--- src/pkg/dram_mode_pkg.sv ---
// Shared constants and decode helpers for the write latency and refresh mode word
`default_nettype none
package dram_mode_pkg;
    // Mode word layout
    localparam int           WORD_W        = 15;
    localparam int           PARTIAL_ARRAY_RETENTION_LSB      = 0;
    localparam int           PARTIAL_ARRAY_RETENTION_W        = 3;
    localparam int           CWL_LSB       = 3;
    localparam int           CWL_W         = 3;
    localparam int           SRT_BIT       = 7;
    localparam int           RTT_LSB       = 9;
    localparam int           RTT_W         = 2;
    localparam logic [14:0]  RESERVED_MASK = 15'h7940;
    localparam logic [14:0]  MODE_RESET    = 15'h0000;

    // Command pins {cs_n, ras_n, cas_n, we_n}
    localparam logic [3:0]   CMD_MRS       = 4'h0;
    localparam logic [3:0]   CMD_REF       = 4'h1;
    localparam logic [3:0]   CMD_WRITE     = 4'h4;
    localparam logic [3:0]   CMD_NOP       = 4'h7;
    localparam logic [2:0]   MRS_BANK      = 3'h2;
    localparam logic [2:0]   BANK_ZERO     = 3'h0;

    // Column write delay decode
    localparam logic [3:0]   CWL_MIN       = 4'h5;
    localparam logic [2:0]   CWL_CODE_MAX  = 3'h4;
    localparam int           AL_W          = 4;
    localparam int           WL_W          = 5;

    // Write termination field codes
    localparam logic [1:0]   RTT_WR_OFF    = 2'h0;
    localparam logic [1:0]   RTT_WR_DIV4   = 2'h1;
    localparam logic [1:0]   RTT_WR_DIV2   = 2'h2;
    localparam logic [1:0]   RTT_WR_RSVD   = 2'h3;

    typedef enum logic [1:0] {
        TERM_OFF,
        TERM_NOMINAL,
        TERM_WR_DIV4,
        TERM_WR_DIV2
    } term_sel_t;

    // Link clock and refresh timing
    localparam int           CK_DIV                  = 8;
    localparam int           CLK_MHZ                 = 50;
    localparam int           REFRESH_INTERVAL_NS     = 7800;
    localparam int           REFRESH_INTERVAL_HOT_NS = 3900;
    localparam int           REF_CNT_W               = 9;
    localparam logic [8:0]   REFRESH_CYCLES     = 9'(REFRESH_INTERVAL_NS * CLK_MHZ / 1000);
    localparam logic [8:0]   REFRESH_HOT_CYCLES = 9'(REFRESH_INTERVAL_HOT_NS * CLK_MHZ / 1000);

    // Controller register map
    localparam logic [7:0]   REG_MODE      = 8'h00;
    localparam logic [7:0]   REG_CMD       = 8'h04;
    localparam logic [7:0]   REG_CFG       = 8'h08;
    localparam logic [7:0]   REG_STATUS    = 8'h0C;
    localparam int           CMD_WRITE_BIT = 0;
    localparam int           CMD_DATA_BIT  = 1;
    localparam int           CMD_SRE_BIT   = 2;
    localparam int           CMD_SRX_BIT   = 3;
    localparam int           CFG_HOT_BIT   = 0;
    localparam int           CFG_AL_LSB    = 4;
    localparam int           STAT_BUSY_BIT = 0;
    localparam int           STAT_SR_BIT   = 1;
    localparam int           STAT_REF_BIT  = 2;
    localparam logic [4:0]   CFG_RESET     = 5'h00;

    function automatic logic [3:0] cwl_cycles(input logic [2:0] code);
        cwl_cycles = (code <= CWL_CODE_MAX) ? CWL_MIN + {1'b0, code} : CWL_MIN;
    endfunction

    // Banks kept alive through self-refresh
    function automatic logic [7:0] partial_array_retention_banks(input logic [2:0] code);
        unique case (code)
            3'h0: partial_array_retention_banks = 8'hFF;
            3'h1: partial_array_retention_banks = 8'h0F;
            3'h2: partial_array_retention_banks = 8'h03;
            3'h3: partial_array_retention_banks = 8'h01;
            3'h4: partial_array_retention_banks = 8'hFC;
            3'h5: partial_array_retention_banks = 8'hF0;
            3'h6: partial_array_retention_banks = 8'hC0;
            3'h7: partial_array_retention_banks = 8'h80;
        endcase
    endfunction
endpackage
`default_nettype wire

--- src/pkg/ddr_mode_link.sv ---
// Command and address link between memory controller and memory device
`timescale 1ns/10ps
`default_nettype none
interface ddr_mode_link;
    logic        ck;
    logic        cke;
    logic        cs_n;
    logic        ras_n;
    logic        cas_n;
    logic        we_n;
    logic [2:0]  ba;
    logic [14:0] addr;
    logic        odt;
    logic        dq;

    modport controller_end (
        output ck, cke, cs_n, ras_n, cas_n, we_n, ba, addr, odt, dq
    );
    modport device_end (
        input ck, cke, cs_n, ras_n, cas_n, we_n, ba, addr, odt, dq
    );
endinterface
`default_nettype wire

--- src/hw/mode_word_controller.sv ---
// Controller end: register port, link clock divider, command sequencing
//
// Chosen here: the plain strobed port and the register addresses.
`timescale 1ns/10ps
`default_nettype none
module mode_word_controller
    import dram_mode_pkg::*;
(
    input  wire logic        clk,
    input  wire logic        reset,
    input  wire logic        ce,
    ddr_mode_link.controller_end link,
    input  wire logic [7:0]  addr,
    input  wire logic [31:0] wdata,
    input  wire logic        wr,
    input  wire logic        rd,
    output var  logic [31:0] rdata
);
    typedef enum logic [1:0] {C_IDLE, C_WRITE_WAIT, C_SELF_REF} ctl_state_t;

    ctl_state_t           state_reg;
    logic [2:0]           div_reg;
    logic [WORD_W-1:0]    mode_reg;
    logic [4:0]           cfg_reg;
    logic                 data_bit_reg;
    logic                 mrs_pend_reg, wr_pend_reg, sre_pend_reg, srx_pend_reg, ref_pend_reg;
    logic                 refused_reg;
    logic [REF_CNT_W-1:0] ref_cnt_reg;
    logic [WL_W-1:0]      wl_cnt_reg;

    wire         fall_tick  = div_reg == 3'(CK_DIV - 1);
    wire         rise_tick  = div_reg == 3'(CK_DIV / 2 - 1);
    wire         idle_tick  = fall_tick & (state_reg == C_IDLE);
    wire         hot        = cfg_reg[CFG_HOT_BIT];
    wire         srt_set    = mode_reg[SRT_BIT];
    wire [WL_W-1:0] wl_total = WL_W'(cfg_reg[4:1])
                               + WL_W'(cwl_cycles(mode_reg[CWL_LSB +: CWL_W])); // RL12

    // Register decode
    wire         wr_mode    = wr & (addr == REG_MODE);
    wire         wr_cmd     = wr & (addr == REG_CMD);
    wire         wr_cfg     = wr & (addr == REG_CFG);
    wire         wr_status  = wr & (addr == REG_STATUS);

    // Issue priority: mode load, write, self-refresh, refresh
    wire         issue_mrs  = idle_tick & mrs_pend_reg;
    wire         issue_wr   = idle_tick & ~mrs_pend_reg & wr_pend_reg;
    wire         try_sre    = idle_tick & ~mrs_pend_reg & ~wr_pend_reg & sre_pend_reg;
    wire         refuse_sre = try_sre & hot & ~srt_set; // RL17
    wire         issue_sre  = try_sre & ~refuse_sre;
    wire         issue_ref  = idle_tick & ~mrs_pend_reg & ~wr_pend_reg & ~sre_pend_reg
                              & ref_pend_reg;
    wire         issue_srx  = fall_tick & (state_reg == C_SELF_REF) & srx_pend_reg;
    wire [REF_CNT_W-1:0] ref_limit = hot ? REFRESH_HOT_CYCLES : REFRESH_CYCLES; // RL16
    wire         ref_due    = (ref_cnt_reg == ref_limit - REF_CNT_W'(1))
                              & (state_reg != C_SELF_REF);

    wire [31:0]  rd_status  = {29'h0, refused_reg, state_reg == C_SELF_REF,
                               state_reg != C_IDLE};
    wire [31:0]  rd_mux     = (addr == REG_MODE)   ? {17'h0, mode_reg} :
                              (addr == REG_CMD)    ? {28'h0, srx_pend_reg, sre_pend_reg,
                                                      data_bit_reg, wr_pend_reg} :
                              (addr == REG_CFG)    ? {27'h0, cfg_reg} :
                              (addr == REG_STATUS) ? rd_status : 32'h0000_0000;

    // Register port; reserved word bits are forced low here
    always_ff @(posedge clk) begin
        if (reset) begin
            mode_reg     <= MODE_RESET;
            cfg_reg      <= CFG_RESET;
            data_bit_reg <= 1'b0;
            rdata        <= 32'h0000_0000;
        end else if (ce) begin
            if (wr_mode) mode_reg <= wdata[WORD_W-1:0] & ~RESERVED_MASK; // RL2
            if (wr_cfg) cfg_reg <= {wdata[CFG_AL_LSB +: AL_W], wdata[CFG_HOT_BIT]};
            if (wr_cmd && wdata[CMD_WRITE_BIT]) data_bit_reg <= wdata[CMD_DATA_BIT];
            rdata <= rd ? rd_mux : 32'h0000_0000;
        end
    end

    // Pending flags: a new request wins over its own issue
    always_ff @(posedge clk) begin
        if (reset) begin
            mrs_pend_reg <= 1'b0;
            wr_pend_reg  <= 1'b0;
            sre_pend_reg <= 1'b0;
            srx_pend_reg <= 1'b0;
            ref_pend_reg <= 1'b0;
            refused_reg  <= 1'b0;
        end else if (ce) begin
            mrs_pend_reg <= wr_mode | (mrs_pend_reg & ~issue_mrs);
            wr_pend_reg  <= (wr_cmd & wdata[CMD_WRITE_BIT]) | (wr_pend_reg & ~issue_wr);
            sre_pend_reg <= (wr_cmd & wdata[CMD_SRE_BIT]) | (sre_pend_reg & ~try_sre);
            srx_pend_reg <= (wr_cmd & wdata[CMD_SRX_BIT]) | (srx_pend_reg & ~issue_srx);
            ref_pend_reg <= ref_due | (ref_pend_reg & ~issue_ref); // RL8
            refused_reg  <= refuse_sre | (refused_reg & ~(wr_status & wdata[STAT_REF_BIT]));
        end
    end

    always_ff @(posedge clk) begin
        if (reset) begin
            ref_cnt_reg <= '0;
        end else if (ce) begin
            ref_cnt_reg <= (ref_due || state_reg == C_SELF_REF) ? '0
                                                                : ref_cnt_reg + REF_CNT_W'(1);
        end
    end

    // Link clock divider; pins change only at its falling edge
    always_ff @(posedge clk) begin
        if (reset) begin
            div_reg <= 3'h0;
            link.ck <= 1'b0;
        end else if (ce) begin
            div_reg <= fall_tick ? 3'h0 : div_reg + 3'h1;
            if (fall_tick) link.ck <= 1'b0;
            else if (rise_tick) link.ck <= 1'b1;
        end
    end

    always_ff @(posedge clk) begin
        if (reset) begin
            state_reg  <= C_IDLE;
            wl_cnt_reg <= '0;
            link.cke   <= 1'b1;
            {link.cs_n, link.ras_n, link.cas_n, link.we_n} <= CMD_NOP;
            link.ba    <= BANK_ZERO;
            link.addr  <= 15'h0000;
            link.odt   <= 1'b0;
            link.dq    <= 1'b0;
        end else if (ce && fall_tick) begin
            {link.cs_n, link.ras_n, link.cas_n, link.we_n} <= CMD_NOP;
            link.ba   <= BANK_ZERO;
            link.addr <= 15'h0000;
            unique case (state_reg)
                C_IDLE: begin
                    if (issue_mrs) begin
                        {link.cs_n, link.ras_n, link.cas_n, link.we_n} <= CMD_MRS; // RL1
                        link.ba   <= MRS_BANK;
                        link.addr <= mode_reg;
                    end else if (issue_wr) begin
                        {link.cs_n, link.ras_n, link.cas_n, link.we_n} <= CMD_WRITE;
                        wl_cnt_reg <= wl_total;
                        link.odt   <= 1'b1;
                        state_reg  <= C_WRITE_WAIT;
                    end else if (issue_sre) begin
                        {link.cs_n, link.ras_n, link.cas_n, link.we_n} <= CMD_REF;
                        link.cke  <= 1'b0;
                        state_reg <= C_SELF_REF;
                    end else if (issue_ref) begin
                        {link.cs_n, link.ras_n, link.cas_n, link.we_n} <= CMD_REF;
                    end
                end
                C_WRITE_WAIT: begin
                    // Data driven at the fall before the sampling rise
                    if (wl_cnt_reg == WL_W'(0)) begin
                        link.odt  <= 1'b0;
                        state_reg <= C_IDLE;
                    end else begin
                        wl_cnt_reg <= wl_cnt_reg - WL_W'(1);
                        if (wl_cnt_reg == WL_W'(1)) link.dq <= data_bit_reg; // RL12
                    end
                end
                C_SELF_REF: begin
                    if (issue_srx) begin
                        link.cke  <= 1'b1;
                        state_reg <= C_IDLE;
                    end
                end
            endcase
        end
    end
endmodule // mode_word_controller
`default_nettype wire

--- src/flat_wrapper.sv ---
// flat-port wrapper written by rule: the top's interface ports become plain ports
module mode_word_controller_flat import dram_mode_pkg::*;
  (clk, reset, ce, addr, wdata, wr, rd, rdata, link_ck, link_cke, link_cs_n, link_ras_n, link_cas_n, link_we_n, link_ba, link_addr, link_odt, link_dq);
  ddr_mode_link link_i ();
  input  wire logic clk;
  input  wire logic reset;
  input  wire logic ce;
  input  wire logic [7:0] addr;
  input  wire logic [31:0] wdata;
  input  wire logic wr;
  input  wire logic rd;
  output var  logic [31:0] rdata;
  output wire logic [$bits(link_i.ck)-1:0] link_ck;
  output wire logic [$bits(link_i.cke)-1:0] link_cke;
  output wire logic [$bits(link_i.cs_n)-1:0] link_cs_n;
  output wire logic [$bits(link_i.ras_n)-1:0] link_ras_n;
  output wire logic [$bits(link_i.cas_n)-1:0] link_cas_n;
  output wire logic [$bits(link_i.we_n)-1:0] link_we_n;
  output wire logic [$bits(link_i.ba)-1:0] link_ba;
  output wire logic [$bits(link_i.addr)-1:0] link_addr;
  output wire logic [$bits(link_i.odt)-1:0] link_odt;
  output wire logic [$bits(link_i.dq)-1:0] link_dq;
  assign link_ck = link_i.ck;
  assign link_cke = link_i.cke;
  assign link_cs_n = link_i.cs_n;
  assign link_ras_n = link_i.ras_n;
  assign link_cas_n = link_i.cas_n;
  assign link_we_n = link_i.we_n;
  assign link_ba = link_i.ba;
  assign link_addr = link_i.addr;
  assign link_odt = link_i.odt;
  assign link_dq = link_i.dq;
  mode_word_controller u_core (.clk(clk), .reset(reset), .ce(ce), .link(link_i), .addr(addr), .wdata(wdata), .wr(wr), .rd(rd), .rdata(rdata));
endmodule
--- config.mk ---
export PLATFORM = sky130hd
export DESIGN_NAME = mode_word_controller_flat
export DESIGN_NICKNAME = d
export VERILOG_FILES = /design/src/pkg/dram_mode_pkg.sv /design/src/pkg/ddr_mode_link.sv /design/src/hw/mode_word_controller.sv /design/src/flat_wrapper.sv
export SDC_FILE = /design/constraint.sdc
export NUM_CORES = 1
export LEC_CHECK = 0
export BUFFER_PORTS_ARGS = -buffer_cell sky130_fd_sc_hd__buf_2
export CAP_MARGIN = 20
export CELL_PAD_IN_SITES_DETAIL_PLACEMENT = 1
export CELL_PAD_IN_SITES_GLOBAL_PLACEMENT = 1
export CORE_MARGIN = 10
export CORE_UTILIZATION = 35
export DETAILED_ROUTE_END_ITERATION = 10
export GPL_TIMING_DRIVEN = 0
export PLACE_DENSITY_LB_ADDON = 0.1
export SYNTH_ARGS = -nofsm -noshare
export SYNTH_HDL_FRONTEND = slang
export SYNTH_SLANG_ARGS = --single-unit
export TNS_END_PERCENT = 10
--- constraint.sdc ---
create_clock -name clk -period 2.4 [get_ports clk]
set_input_delay 0.12 -clock clk [delete_from_list [all_inputs] [get_ports clk]]
set_output_delay 0.12 -clock clk [all_outputs]
set_load 0.03 [all_outputs]
==> run summary <==
STATUS
------------------------------------------------------------------------------------------
Outcome                                                                       finished, final reports clean

SYNTH
------------------------------------------------------------------------------------------
Number of enable-type register cells in the synthesized netlist                          0
Per-instance average area after synthesis                                         8.94 um2
Count of cell types in the netlist                                                      60
Area of the mapped netlist                                                        3510 um2
Part of the Yosys area used for sequential elements                                  37.6%
Async SR Flop Fraction                                                                  0%
Synth top area share                                                                 37.6%
Cell count after synthesis                                                             393
Synth Register Bits                                                                     66
Warnings, synthesis                                                                      0
Top cells by area, synth                                                      sky130_fd_sc_hd__dfxtp_1 (38%), sky130_fd_sc_hd__buf_4 (6.8%), sky130_fd_sc_hd__mux2i_1 (6.6%)
Commonest register cell after synthesis                                       sky130_fd_sc_hd__dfxtp_1
Post-synth top area cell                                                      sky130_fd_sc_hd__dfxtp_1

PLACED DESIGN
------------------------------------------------------------------------------------------
Placed insts                                                                           603
Post-DP HPWL                                                                       8010 um
Routability Congestion                                                               0.817
Number of I/O port buffers                                                              46
Worst slack at placement                                                           -158 ps

FINAL LAYOUT
------------------------------------------------------------------------------------------
Multi-input combinational cell area                                               1980 um2
Most frequent cells in the layout                                             sky130_fd_sc_hd__dfxtp_1 (64), sky130_fd_sc_hd__nor2_1 (51), sky130_fd_sc_hd__buf_2 (50)
Most common cell after layout, fill and taps aside                            sky130_fd_sc_hd__dfxtp_1
Number of fill cells                                                                  1207
Layout net count                                                                       545
Post-layout instance count excluding filler cells                                      621
Fraction of final layout cells sized beyond drive strength 1                         24.0%
Area taken by flip-flops and latches                                              1330 um2
Area grow syn2layout                                                                 22.0%
Number of inserted diodes                                                                0

DIE
------------------------------------------------------------------------------------------
Die X                                                                               120 um
Total number of placement rows                                                          36
Initial standard-cell utilization of the core                                        36.0%
Floorplan die area                                                               14500 um2
Ports                                                                                  103
Area of the core                                                                  9770 um2
Die height                                                                          120 um

WORST HOLD PATH
------------------------------------------------------------------------------------------
Worst hold path type                                                                in2reg
Min-delay src                                                                     wdata[6]
Hold path depth                                                                          3
Endpoint with the worst hold slack                                            u_core.cfg_reg[3]

CLOCKING
------------------------------------------------------------------------------------------
Clock tree from TritonCTS                                                             done
Number of clock sinks seen by CTS                                                       66
Bufs on Longest Clock Path                                                               2
H-tree level count                                                                       3
CTS buffer count                                                                         9
Worst-skew pair later-pin latency                                                   340 ps
Master cell of the clock root buffer                                          sky130_fd_sc_hd__clkbuf_8
Clock edge transition at the registers on the reported setup and hold paths          80 ps

GRT
------------------------------------------------------------------------------------------
Wire length of the first global-routing pass                                      16900 um
Via count of the first global-routing pass                                            3233
Leftover overflow at the end of global routing                                           0
Pin count of the biggest net entering global routing                                    12
Initial antenna violation count                                                          0
Global routing usage summed across all routing layers                                14.3%

CRITICAL PATH
------------------------------------------------------------------------------------------
Required arrival time at the worst endpoint                                        2670 ps
Buffers and inverters on the worst path                                                  2
Worst reg-to-reg setup slack                                                        100 ps
Kind of critical path                                                              reg2reg
Longest individual stage delay on the worst path                                    410 ps
Reg-to-Reg Start                                                              u_core.mode_reg[3]
Cell class contributing the biggest share of worst-path delay                 simple AND/OR/NAND/NOR gates
Arrival time reported for the critical path endpoint                               2570 ps
Worst-path maximum fanout                                                                2
Worst path cell trace                                                         inv_1, ha_1, nand2b_4, nand2_1, ha_2, inv_1, fa_2, nand2b_4, o2bb2ai_2, or4_1, a31oi_1
Worst r2r path cells                                                                    11
Startpoint class of the critical path                                            flip-flop
Endpoint type of the worst setup path                                            flip-flop
Capture instance of the worst register-to-register path                       u_core.wl_cnt_reg[4]
Slowest cell on the critical path                                             sky130_fd_sc_hd__or4_1

TIMING
------------------------------------------------------------------------------------------
Number of setup violations in the final report                                           0
Final hold violation count                                                               0
Transition time of the tightest slew-check pin                                      844 ps
Final min period                                                                   2300 ps
Final setup margin                                                                 98.2 ps
Worst Skew                                                                         10.5 ps
Total Negative Setup Slacks                                                           0 ps
Fin Hold WS                                                                        16.7 ps
Slew HR                                                                              43.5%
Ratio of final minimum period to clock period                                        95.9%
Final max-slew violation count                                                           0
F_max                                                                            0.434 GHz

PWR
------------------------------------------------------------------------------------------
Leakage power                                                                      1.90 nW
Switching power summed over all nets                                              0.616 mW
Design internal power                                                              1.76 mW
Power density over the cells                                                    554 nW/um2
Portion of total power attributed to the clock network                               44.1%
Total design power                                                                 2.38 mW
Net switching fraction of the power                                                  25.9%
Combinational Power Share                                                             9.3%
Share of power burned in registers                                                   46.7%
Peak supply drop                                                                  0.254 mV

DRT
------------------------------------------------------------------------------------------
Number of DRC violations after detailed-routing iteration 0                            114
Number of nets with antenna violations after routing                                     0
Post-DR vias/cell                                                                     5.02
Routed Wire Length                                                                10500 um
Average detailed-routed wire length per instance                                   16.9 um
Router iterations before antenna repair                                                  4
Total via count in the routed design                                                  3119
DRC violations left                                                                      0

RUN
------------------------------------------------------------------------------------------
Total of max-cap violations                                                              0

## tightest hold or removal path: stages
cell	delay, ps
sky130_fd_sc_hd__buf_2	80
sky130_fd_sc_hd__mux2i_1	50
sky130_fd_sc_hd__nor2_1	70
## worst max path at each step
| stage | startpoint | to | slack (ps) | cells after the start |
|---|---|---|---|---|
| 6_report | u_core.mode_reg[3] | u_core.wl_cnt_reg[4] | 100 | 11 |
| 5_1_grt | u_core.mode_reg[3] | u_core.wl_cnt_reg[4] | -10 | 11 |
| 4_1_cts | u_core.mode_reg[3] | u_core.wl_cnt_reg[4] | 20 | 11 |
| 3_5_place_dp | u_core.mode_reg[3] | u_core.wl_cnt_reg[4] | -160 | 11 |
| 3_3_place_gp | u_core.mode_reg[3] | u_core.wl_cnt_reg[4] | -80 | 11 |
| 2_1_floorplan | u_core.mode_reg[3] | u_core.wl_cnt_reg[4] | 120 | 11 |
## layer usage
| layer | GRT usage (%) | part of all wire (%) | vias up |
|---|---|---|---|
| met5 | 0 | 0 | - |
| met4 | 4.90 | 1.6 | 0 |
| met3 | 4.70 | 7.7 | 11 |
| met2 | 23.2 | 45 | 86 |
| met1 | 17.6 | 45 | 1493 |
| li1 | - | - | 1529 |
## synthesized netlist by cell type, types with 2 or more instances
library cell / n
sky130_fd_sc_hd__or4_1: 5
sky130_fd_sc_hd__o21ai_0: 10
sky130_fd_sc_hd__nand3_1: 8
sky130_fd_sc_hd__buf_4: 32
sky130_fd_sc_hd__a22o_1: 10
sky130_fd_sc_hd__a21o_1: 4
sky130_fd_sc_hd__buf_1: 4
sky130_fd_sc_hd__nand2b_1: 12
sky130_fd_sc_hd__or4bb_1: 2
sky130_fd_sc_hd__nand4_1: 7
sky130_fd_sc_hd__mux2i_1: 23
sky130_fd_sc_hd__nor4_1: 2
sky130_fd_sc_hd__nand2_2: 2
sky130_fd_sc_hd__nor2b_1: 5
sky130_fd_sc_hd__inv_1: 13
sky130_fd_sc_hd__xnor2_1: 5
sky130_fd_sc_hd__nor3b_1: 3
sky130_fd_sc_hd__ha_1: 16
sky130_fd_sc_hd__or3_1: 2
sky130_fd_sc_hd__xor2_1: 3
sky130_fd_sc_hd__nand2_1: 18
sky130_fd_sc_hd__clkbuf_1: 8
sky130_fd_sc_hd__a31o_2: 2
sky130_fd_sc_hd__o211ai_1: 2
sky130_fd_sc_hd__a32o_1: 5
sky130_fd_sc_hd__a211oi_1: 3
sky130_fd_sc_hd__o32ai_1: 2
sky130_fd_sc_hd__nor2_1: 51
sky130_fd_sc_hd__a32oi_1: 2
sky130_fd_sc_hd__dfxtp_1: 66
sky130_fd_sc_hd__o22ai_1: 2
sky130_fd_sc_hd__buf_2: 4
sky130_fd_sc_hd__a22oi_1: 5
sky130_fd_sc_hd__o2111ai_1: 2
sky130_fd_sc_hd__o31ai_1: 3
sky130_fd_sc_hd__nor3_1: 4
sky130_fd_sc_hd__a21oi_1: 18
sky130_fd_sc_hd__and2_1: 3
sky130_fd_sc_hd__a31oi_1: 4
## cell families (layout without fill, tap and decap cells)
logic type               Yosys count  in the layout  synth area share [%]
AO/OA/AOI/OAI                     80             80                  16.1
multiplexers                      24             24                  6.87
adder cells (fa/ha/maj)           17             17                  6.27
buffers and inverters             61            125                  10.1
flip-flops                        66             66                  37.6
AND/OR/NAND/NOR                  136            136                  21.0
other                              1             32                 0.107
XOR/XNOR                           8              8                  1.99
## metrics by stage
step                      utilization (%)  cell area [um2]
after floorplan                         -             3630
after global placement               41.2             4030
final                                43.9             4290
after detailed placement             41.2             4030
after CTS                            43.7             4270
after global routing                 43.9             4290
## layout make-up
type                    count  area share (%)
clock inverters             5            1.84
multi-input cells         297            46.2
flip-flops and latches     66            31.0
clock buffers              11            3.06
inverters                  13            1.14
plain buffers              48            7.12
repair buffers             48            5.72
well taps                 133            3.88
## power by group through the flow
stage	clock network [mW]	registers, mW	logic (mW)
after global placement	0	1.14	0.215
after detailed placement	0	1.14	0.217
after global routing	1.11	1.11	0.241
after CTS	1.06	1.11	0.217
after floorplan	0	1.14	0.166
final	1.05	1.11	0.220
## timing repair
| action | CTS | global route |
|---|---|---|
| pin swaps | 0 | 2 |
| hold buffers | 0 | 0 |
| resized for setup | 5 | 4 |
| setup endpoints to repair | 1 | 1 |
| setup buffers | 2 | 0 |
| hold endpoints to repair | 0 | 0 |
Note: power is estimated with default switching activity, not from simulation.
